File: config.mk
export PLATFORM = sky130hd
export DESIGN_NAME = dnml_phy_rx
export DESIGN_NICKNAME = d
export VERILOG_FILES = /design/src/logic/dnml_pkg.sv /design/src/logic/dnml_phy_rx.sv /design/src/logic/dnml_fifo.sv
export SDC_FILE = /design/constraint.sdc
export NUM_CORES = 1
export LEC_CHECK = 0
export ABC_CLOCK_PERIOD_IN_PS = 2550
export BUFFER_PORTS_ARGS = -buffer_cell sky130_fd_sc_hd__buf_2
export CAP_MARGIN = 10
export CORE_ASPECT_RATIO = 1.2
export CORE_MARGIN = 8
export CORE_UTILIZATION = 31
export CTS_CLUSTER_SIZE = 40
export DETAILED_ROUTE_END_ITERATION = 12
export MAX_ROUTING_LAYER = met4
export PLACE_DENSITY_LB_ADDON = 0.2
export SETUP_SLACK_MARGIN = 0.15
export SLEW_MARGIN = 20
export SYNTH_ARGS = -nofsm -noshare
export SYNTH_HDL_FRONTEND = slang
export SYNTH_HIERARCHICAL = 1
export SYNTH_SLANG_ARGS = --single-unit
File: constraint.sdc
create_clock -name clk_sys -period 2.55 [get_ports clk_sys]
set_input_delay 0 -clock clk_sys [delete_from_list [all_inputs] [get_ports clk_sys]]
set_output_delay 0 -clock clk_sys [all_outputs]
set_load 0.05 [all_outputs]
File: src/logic/dnml_pkg.sv
package dnml_pkg;

    // ----------------------------------------
    // Clock and link rates
    // ----------------------------------------
    localparam int CLK_SYS_PERIOD_PS = 4000;
    // Nominal link clock periods per modulation and framing
    localparam int LINK_PERIOD_A64_PS = 80000;
    localparam int LINK_PERIOD_A256_PS = 64000;
    localparam int LINK_PERIOD_B64_PS = 96000;
    localparam int LINK_PERIOD_B256_PS = 72000;
    // Half period in system cycles, rounded down
    localparam int HALF_A64 = LINK_PERIOD_A64_PS / CLK_SYS_PERIOD_PS / 2;
    localparam int HALF_A256 = LINK_PERIOD_A256_PS / CLK_SYS_PERIOD_PS / 2;
    localparam int HALF_B64 = LINK_PERIOD_B64_PS / CLK_SYS_PERIOD_PS / 2;
    localparam int HALF_B256 = LINK_PERIOD_B256_PS / CLK_SYS_PERIOD_PS / 2;
    localparam int HALF_W = 6;

    // ----------------------------------------
    // Buffering
    // ----------------------------------------
    localparam int FIFO_DEPTH = 16;
    localparam int NIBBLE_W = 4;

    // ----------------------------------------
    // Reset values
    // ----------------------------------------
    localparam logic LINK_IDLE_N = 1'b1;

    // ----------------------------------------
    // Carriers
    // ----------------------------------------
    typedef struct packed {
        logic packet_sync_mark_n;
        logic tx_nibble_valid_n;
        logic [NIBBLE_W-1:0] tx_nibble;
        logic tx_nibble_parity;
    } dnml_link_t;

    typedef struct packed {
        logic sync;
        logic [2*NIBBLE_W-1:0] data;
    } dnml_byte_t;

    localparam int BYTE_W = $bits(dnml_byte_t);
    localparam dnml_link_t LINK_RESET = '{LINK_IDLE_N, LINK_IDLE_N, 4'h0, 1'b0};

    typedef enum logic {
        DNML_RATE_64,
        DNML_RATE_256
    } dnml_mod_t;

endpackage

File: src/logic/dnml_phy_rx.sv
`timescale 1ns/1ps
// Behaviour
// - Link signals launched and sampled on rising edge of the link clock.
// - This device generates the transmit link clock; all link inputs follow it.
// - One four-bit nibble moves per link clock cycle.
// - Link clock rate follows modulation (64 or 256 QAM) and framing variant.
// - Device offers the data link plus a serial register slave port.
// - Multi-device packages repeat the interface set, may share one serial bus.
// - Device is only ever a slave on the serial register bus.
// - Device drives an interrupt output showing its event state.
// - Bytes move most significant first; upper nibble before lower nibble.
// - Names ending in _n are active low, others active high; the reset input nrst is active low as well.
// - Parity mismatch raises interrupt; data processing continues without halting.
module dnml_phy_rx #(
    parameter int DEPTH = dnml_pkg::FIFO_DEPTH
) (
    input wire logic clk_sys,
    input wire logic nrst,
    input wire dnml_pkg::dnml_mod_t mod_sel,
    input wire logic framing_b,
    output logic downstream_tx_clock,
    input wire dnml_pkg::dnml_link_t link_in,
    output logic byte_valid,
    input wire logic byte_ready,
    output dnml_pkg::dnml_byte_t byte_out,
    output logic parity_err_pulse,
    input wire logic int_clear,
    output logic int_n_o,
    output logic int_n_oe
);
    import dnml_pkg::*;

    typedef enum logic {
        NIB_HI,
        NIB_LO
    } dnml_nib_t;

    // ----------------------------------------
    // Link clock divider
    // ----------------------------------------
    logic [HALF_W-1:0] half_cnt, div_r, div_nxt;
    logic lclk_r, lclk_nxt, rise_r, rise_nxt;
    logic fifo_in_ready;

    always_comb begin
        case ({framing_b, mod_sel})
            {1'b0, DNML_RATE_64}: half_cnt = HALF_W'(HALF_A64 - 1);
            {1'b0, DNML_RATE_256}: half_cnt = HALF_W'(HALF_A256 - 1);
            {1'b1, DNML_RATE_64}: half_cnt = HALF_W'(HALF_B64 - 1);
            default: half_cnt = HALF_W'(HALF_B256 - 1);
        endcase
    end

    always_comb begin
        div_nxt = div_r;
        lclk_nxt = lclk_r;
        rise_nxt = 1'b0;
        if (div_r != '0) begin
            div_nxt = div_r - 1'b1;
        end else if (lclk_r) begin
            lclk_nxt = 1'b0;
            div_nxt = half_cnt;
        end else if (fifo_in_ready) begin
            // Holding the clock low is our only back-pressure on the partner
            lclk_nxt = 1'b1;
            div_nxt = half_cnt;
            rise_nxt = 1'b1;
        end
    end

    always_ff @(posedge clk_sys or negedge nrst) begin
        if (!nrst) begin
            div_r <= '0;
            lclk_r <= 1'b0;
            rise_r <= 1'b0;
        end else begin
            div_r <= div_nxt;
            lclk_r <= lclk_nxt;
            rise_r <= rise_nxt;
        end
    end

    assign downstream_tx_clock = lclk_r;

    // ----------------------------------------
    // Pin synchroniser
    // ----------------------------------------
    dnml_link_t s1_r, s2_r;

    always_ff @(posedge clk_sys or negedge nrst) begin
        if (!nrst) begin
            s1_r <= LINK_RESET;
            s2_r <= LINK_RESET;
        end else begin
            s1_r <= link_in;
            s2_r <= s1_r;
        end
    end

    // ----------------------------------------
    // Nibble to byte assembly
    // ----------------------------------------
    // s2_r at a rise holds pins from before the edge: the previous launch
    dnml_nib_t st_r, st_nxt;
    logic [NIBBLE_W-1:0] hi_r, hi_nxt;
    logic sync_pend_r, sync_pend_nxt;
    logic push_r, push_nxt;
    dnml_byte_t push_data_r, push_data_nxt;
    logic take, par_bad;

    assign take = rise_r && !s2_r.tx_nibble_valid_n;
    assign par_bad = ^{s2_r.tx_nibble, s2_r.tx_nibble_parity};

    always_comb begin
        st_nxt = st_r;
        hi_nxt = hi_r;
        sync_pend_nxt = sync_pend_r;
        push_nxt = 1'b0;
        push_data_nxt = push_data_r;
        if (take) begin
            if (!s2_r.packet_sync_mark_n) begin
                // Sync mark realigns byte boundary
                hi_nxt = s2_r.tx_nibble;
                sync_pend_nxt = 1'b1;
                st_nxt = NIB_LO;
            end else begin
                case (st_r)
                    NIB_HI: begin
                        hi_nxt = s2_r.tx_nibble;
                        sync_pend_nxt = 1'b0;
                        st_nxt = NIB_LO;
                    end
                    NIB_LO: begin
                        push_nxt = 1'b1;
                        push_data_nxt = '{sync_pend_r, {hi_r, s2_r.tx_nibble}};
                        st_nxt = NIB_HI;
                    end
                    default: st_nxt = NIB_HI;
                endcase
            end
        end
    end

    always_ff @(posedge clk_sys or negedge nrst) begin
        if (!nrst) begin
            st_r <= NIB_HI;
            hi_r <= '0;
            sync_pend_r <= 1'b0;
            push_r <= 1'b0;
            push_data_r <= '0;
        end else begin
            st_r <= st_nxt;
            hi_r <= hi_nxt;
            sync_pend_r <= sync_pend_nxt;
            push_r <= push_nxt;
            push_data_r <= push_data_nxt;
        end
    end

    // ----------------------------------------
    // Parity error event and interrupt
    // ----------------------------------------
    // Flags are exported for a serial register slave; this block never masters a bus
    logic perr_r, perr_nxt, perr_p_r, perr_p_nxt;

    always_comb begin
        perr_p_nxt = take && par_bad;
        perr_nxt = perr_r;
        if (int_clear) begin
            perr_nxt = 1'b0;
        end
        // Set wins over a clear in the same cycle
        if (perr_p_nxt) begin
            perr_nxt = 1'b1;
        end
    end

    always_ff @(posedge clk_sys or negedge nrst) begin
        if (!nrst) begin
            perr_r <= 1'b0;
            perr_p_r <= 1'b0;
        end else begin
            perr_r <= perr_nxt;
            perr_p_r <= perr_p_nxt;
        end
    end

    assign parity_err_pulse = perr_p_r;
    // Open drain, active low level; one source per instance, so one per device
    assign int_n_o = 1'b0;
    assign int_n_oe = perr_r;

    // ----------------------------------------
    // Output buffer
    // ----------------------------------------
    dnml_fifo #(
        .WIDTH(BYTE_W),
        .DEPTH(DEPTH)
    ) u_fifo (
        .clk_sys(clk_sys),
        .nrst(nrst),
        .in_valid(push_r),
        .in_ready(fifo_in_ready),
        .in_data(push_data_r),
        .out_valid(byte_valid),
        .out_ready(byte_ready),
        .out_data(byte_out)
    );
endmodule

File: src/logic/dnml_fifo.sv
`timescale 1ns/1ps
module dnml_fifo #(
    parameter int WIDTH = 9,
    parameter int DEPTH = 16
) (
    input wire logic clk_sys,
    input wire logic nrst,
    input wire logic in_valid,
    output logic in_ready,
    input wire logic [WIDTH-1:0] in_data,
    output logic out_valid,
    input wire logic out_ready,
    output logic [WIDTH-1:0] out_data
);
    localparam int AW = $clog2(DEPTH);

    logic [WIDTH-1:0] mem_r [DEPTH];
    logic [AW-1:0] wr_r, wr_nxt, rd_r, rd_nxt;
    logic [AW:0] cnt_r, cnt_nxt;
    logic push, pop;

    // ----------------------------------------
    // Pointers
    // ----------------------------------------
    assign in_ready = (cnt_r != (AW+1)'(DEPTH));
    assign out_valid = (cnt_r != '0);
    assign out_data = mem_r[rd_r];
    assign push = in_valid && in_ready;
    assign pop = out_valid && out_ready;

    always_comb begin
        wr_nxt = wr_r;
        rd_nxt = rd_r;
        cnt_nxt = cnt_r;
        if (push) begin
            wr_nxt = (wr_r == AW'(DEPTH-1)) ? '0 : wr_r + 1'b1;
        end
        if (pop) begin
            rd_nxt = (rd_r == AW'(DEPTH-1)) ? '0 : rd_r + 1'b1;
        end
        if (push && !pop) begin
            cnt_nxt = cnt_r + 1'b1;
        end else if (pop && !push) begin
            cnt_nxt = cnt_r - 1'b1;
        end
    end

    always_ff @(posedge clk_sys or negedge nrst) begin
        if (!nrst) begin
            wr_r <= '0;
            rd_r <= '0;
            cnt_r <= '0;
        end else begin
            wr_r <= wr_nxt;
            rd_r <= rd_nxt;
            cnt_r <= cnt_nxt;
        end
    end

    // Storage has no reset; empty flag guards reads
    always_ff @(posedge clk_sys) begin
        if (push) begin
            mem_r[wr_r] <= in_data;
        end
    end

endmodule

==> impl_summary.log <==
INFO  metric globalplace.congestion = 0.742
INFO  metric die_h = around 190 um
INFO  metric cts.path.max_buffers = 2
INFO  metric synthDistinctLibCells = 57
INFO  metric status = completed
INFO  metric cts.reportedPaths.clkPinSlew = approximately 0.070 ns
INFO  metric number_of_global_route_vias_before_repair = 4,305
INFO  metric first_pass_grt_wire_length = between 20,000 and 25,000 um
INFO  metric totalWireLength = roughly 16,000 um
INFO  metric cts_tree = yes
INFO  metric min_to = div_r[1]
INFO  metric ys.warnings.count = 6
INFO  metric place.port_buffers = 25
INFO  metric whs_path_depth = 5
INFO  metric crit_path_time_final = 2.45 ns
INFO  metric synth_top_area_share = 54.6%
INFO  metric design.core.area = about 25,000 um2
INFO  metric synthesis.area_per_instance = approximately 19 um2
INFO  metric place.detailed.hpwl = between 10,000 and 15,000 um
INFO  metric grt_use_total = a little over a tenth
INFO  metric num_vias = ~4,000
INFO  metric synth_largest_area_cell = sky130_fd_sc_hd__edfxtp_1
INFO  metric worstPathBufferInverterCount = 1
INFO  metric timing.max_slew.rel_slack = 42.7%
INFO  metric die_width = between 150 and 200 um
INFO  metric flow.area_growth_from_synthesis = 18.6%
INFO  metric crit_path_cell_trace = or4_4 -> o21ai_4 -> ha_4 -> inv_6 -> fa_2 -> a21o_1 -> a21oi_2 -> mux2i_1 -> o31ai_1
INFO  metric timing.setup.critical_path_class = flip-flop to flip-flop
INFO  metric root_buffer = sky130_fd_sc_hd__clkbuf_16
INFO  metric ys_seq_elements = between 150 and 200
INFO  metric timing.final.crit_share = 96.1%
INFO  metric max_freq = 408 MHz
INFO  metric clock_sinks = between 150 and 200
INFO  metric nNetsFinal = 525
INFO  metric hold_ws = 0.0611 ns
INFO  metric final_core_utilization = a little under two fifths
INFO  metric final_layout_size_suffix_gt1_share = between 30% and 40%
INFO  metric rsz0062_at_grt = yes
INFO  metric globalRoute.totalOverflow = 0
INFO  metric worstReg2RegStart = u_fifo/cnt_r[3]
INFO  metric design.portCount = 27
INFO  metric placement_rows = 64
INFO  metric post_drt_antenna_nets = 0
INFO  metric worstRegToRegCells = 9
INFO  metric ys_seq_area_share = 71.4%
INFO  metric maximum_number_of_pins_on_one_net_before_global_route_repair = 40
INFO  metric finalSetupViolations = 0
INFO  metric initial_core_util = a little under a third
INFO  metric clkLatencyLatePin = 0.43 ns
INFO  metric critical_path_arrival = between 2 and 3 ns
INFO  metric worstMarginPinSlew = between 0.8 and 0.9 ns
INFO  metric timing.max_cap.violations = 0
INFO  metric post_synth_inst_count = ~430
INFO  metric antenna_found_initial = 0
INFO  metric worst-path-max-fanout = 6
INFO  metric syn-num-nets = between 400 and 500
INFO  metric cpPeakStageDelay = between 0.5 and 0.6 ns
INFO  metric setup_tns = 0 ns
INFO  metric finalHoldViolCount = 0
INFO  metric synth_edf_count = 144
INFO  metric initialDrtViolationCount = 190
INFO  metric leak = around 3.2 nW
INFO  metric crit_path_start_kind = flip-flop
INFO  metric final.setup_skew = 0.0142 ns
INFO  metric synth_area = 7920 um2
INFO  metric viasPerCell = 4.74
INFO  metric die_area = slightly above 30,000 um2
INFO  metric numCtsBuffers = 17
INFO  metric post_synth_main_area_contributors = sky130_fd_sc_hd__edfxtp_1 (55%), sky130_fd_sc_hd__dfrtp_1 (15%), sky130_fd_sc_hd__mux4_2 (8.0%)
INFO  metric final_max_slew_viol_count = 0
INFO  metric required = 2.86 ns
INFO  metric power.density = ~1000 nW/um2
INFO  metric setup.worst_path.end_class = flip-flop
INFO  metric cp_slowest_cell = sky130_fd_sc_hd__or4_4
INFO  metric r2r_slack = between 0.09 and 0.1 ns
INFO  metric antennaDiodeCount = 0
INFO  metric remaining_drc_errors = 0
INFO  metric cts.htree.levels = 4
INFO  metric regToRegEndpoint = u_fifo/cnt_r[4]
INFO  metric wl_per_cell = 18.5 um
INFO  metric proportion_of_synthesized_flip_flops_having_asynchronous_set_or_reset = a little over a quarter
INFO  metric synth_ff_type = sky130_fd_sc_hd__edfxtp_1
INFO  metric drt_pre_antenna_iters = 4
INFO  metric hold_path_class = input port to flip-flop
INFO  metric crit_path_leading_delay_family = compound AO/OA/AOI/OAI gates
INFO  metric worst_ir_drop_vdd = around 0.53 mV
INFO  metric min-delay-start = mod_sel
## cell usage after synthesis (2+ instances only)
library cell               instances
sky130_fd_sc_hd__buf_1             3
sky130_fd_sc_hd__nor3_1            6
sky130_fd_sc_hd__a21oi_1           3
sky130_fd_sc_hd__ha_1             13
sky130_fd_sc_hd__inv_1             9
sky130_fd_sc_hd__buf_6             3
sky130_fd_sc_hd__and2_1           18
sky130_fd_sc_hd__mux2_2           13
sky130_fd_sc_hd__nor2_1            2
sky130_fd_sc_hd__nor2b_1           3
sky130_fd_sc_hd__o22ai_1           2
sky130_fd_sc_hd__and3b_1           2
sky130_fd_sc_hd__a21o_1            5
sky130_fd_sc_hd__nand2_1          20
sky130_fd_sc_hd__dfrtp_1          49
sky130_fd_sc_hd__mux4_2           28
sky130_fd_sc_hd__buf_2             6
sky130_fd_sc_hd__xnor2_1           5
sky130_fd_sc_hd__mux4_1            8
sky130_fd_sc_hd__clkbuf_1          3
sky130_fd_sc_hd__a22oi_1          18
sky130_fd_sc_hd__or3_1             2
sky130_fd_sc_hd__mux2i_1           2
sky130_fd_sc_hd__edfxtp_1        144
sky130_fd_sc_hd__dfstp_2           4
sky130_fd_sc_hd__xor2_1            2
sky130_fd_sc_hd__nand3_1           4
sky130_fd_sc_hd__o21ai_1           6
sky130_fd_sc_hd__a211oi_1          3
sky130_fd_sc_hd__o21ai_0          10
sky130_fd_sc_hd__nand2b_1          5
## registers in the layout (all words and copies together) (netlist names), 4 cells and up
register,count
u_fifo/mem_r,144
push_data_r,9
s1_r,7
s2_r,7
div_r,6
u_fifo/cnt_r,5
hi_r,4
u_fifo/rd_r,4
u_fifo/wr_r,4
## kinds of logic (layout without fill, tap and decap cells)
family	Yosys count	after routing	synth area share [%]
AND/OR/NAND/NOR	74	74	5.56
flip-flops	197	197	71.4
multiplexers	53	53	13.1
adder cells (fa/ha/maj)	14	14	2.31
XOR/XNOR	8	8	1.06
AO/OA/AOI/OAI	54	54	4.66
other	1	1	0.0474
buffers and inverters	26	110	1.87
## worst register-to-register path, cell delays in order (launching register included)
cell	delay (ns)
sky130_fd_sc_hd__dfrtp_1	0.38
sky130_fd_sc_hd__or4_4	0.55
sky130_fd_sc_hd__o21ai_4	0.17
sky130_fd_sc_hd__ha_4	0.18
sky130_fd_sc_hd__inv_6	0.05
sky130_fd_sc_hd__fa_2	0.35
sky130_fd_sc_hd__a21o_1	0.21
sky130_fd_sc_hd__a21oi_2	0.17
sky130_fd_sc_hd__mux2i_1	0.19
sky130_fd_sc_hd__o31ai_1	0.08
## per-layer routing
metal  part of all wire (%)  global-route usage [%]
met3                    3.1                    2.61
met2                     51                    17.9
met5                      0                       -
met4                    1.1                    3.78
met1                     45                    13.2
## power breakdown
| part | switching, mW | total, mW | internal [mW] |
|---|---|---|---|
| clock network | 1.26 | 2.65 | 1.39 |
| registers | 0.318 | 4.09 | 3.77 |
| logic | 1.73 | 3.00 | 1.27 |
## cell usage in the layout (no fill, tap or decap), types with 5 or more instances in the layout
cell                              n
sky130_fd_sc_hd__o21ai_1          6
sky130_fd_sc_hd__dfrtp_1         47
sky130_fd_sc_hd__dlygate4sd3_1   10
sky130_fd_sc_hd__mux2_2          13
sky130_fd_sc_hd__xnor2_1          5
sky130_fd_sc_hd__buf_2           23
sky130_fd_sc_hd__a21o_1           5
sky130_fd_sc_hd__nand2_1         20
sky130_fd_sc_hd__inv_1            8
sky130_fd_sc_hd__edfxtp_1       144
sky130_fd_sc_hd__ha_1            11
sky130_fd_sc_hd__clkbuf_16       17
sky130_fd_sc_hd__inv_6            5
sky130_fd_sc_hd__mux4_2          28
sky130_fd_sc_hd__mux4_1           8
sky130_fd_sc_hd__o21ai_0         10
sky130_fd_sc_hd__nor3_1           6
sky130_fd_sc_hd__and2_1          18
sky130_fd_sc_hd__buf_4           29
sky130_fd_sc_hd__nand2b_1         5
sky130_fd_sc_hd__a22oi_1         16
## metrics by stage
step | instances | power, mW | setup WS, ns | instance area (um2)
after floorplan | 427 | 6.20 | 0.0270 | 7940
after global placement | 793 | 6.98 | 0.0748 | 8590
after detailed placement | 793 | 7.06 | 0.00586 | 8590
after CTS | 840 | 9.80 | 0.0855 | 9350
after global routing | 841 | 10.2 | -0.000610 | 9390
final | 841 | 9.75 | 0.0989 | 9390
## final cells by class
class	count	area (um2)
clock buffers	17	425
clock inverters	15	163
fillers	2417	15900
inverters	9	38.8
multi-input cells	204	2170
flip-flops and latches	197	5660
well taps	330	413
repair buffers	69	526
## worst max-delay path by stage
stage | depth (start not counted) | to | startpoint | slack (ns)
final | 9 | u_fifo/cnt_r[4] | u_fifo/cnt_r[3] | 0.1
after global routing | 9 | u_fifo/cnt_r[4] | u_fifo/cnt_r[3] | -0.0006
after CTS | 9 | u_fifo/cnt_r[4] | u_fifo/cnt_r[3] | 0.09
after floorplan | 9 | u_fifo/cnt_r[4] | u_fifo/cnt_r[0] | 0.03
after detailed placement | 9 | u_fifo/cnt_r[4] | u_fifo/cnt_r[2] | 0.006
after global placement | 9 | u_fifo/cnt_r[4] | u_fifo/cnt_r[0] | 0.07
## timing repair
item                                    in CTS  in global routing
pin swaps                                    5                  1
setup buffers                                5                  1
resized for setup                            6                 10
hold endpoints to repair                    45                  0
endpoints found under the setup margin      11                  8
hold buffers                                10                  0
No activity file was read; power rests on OpenSTA's default activity.
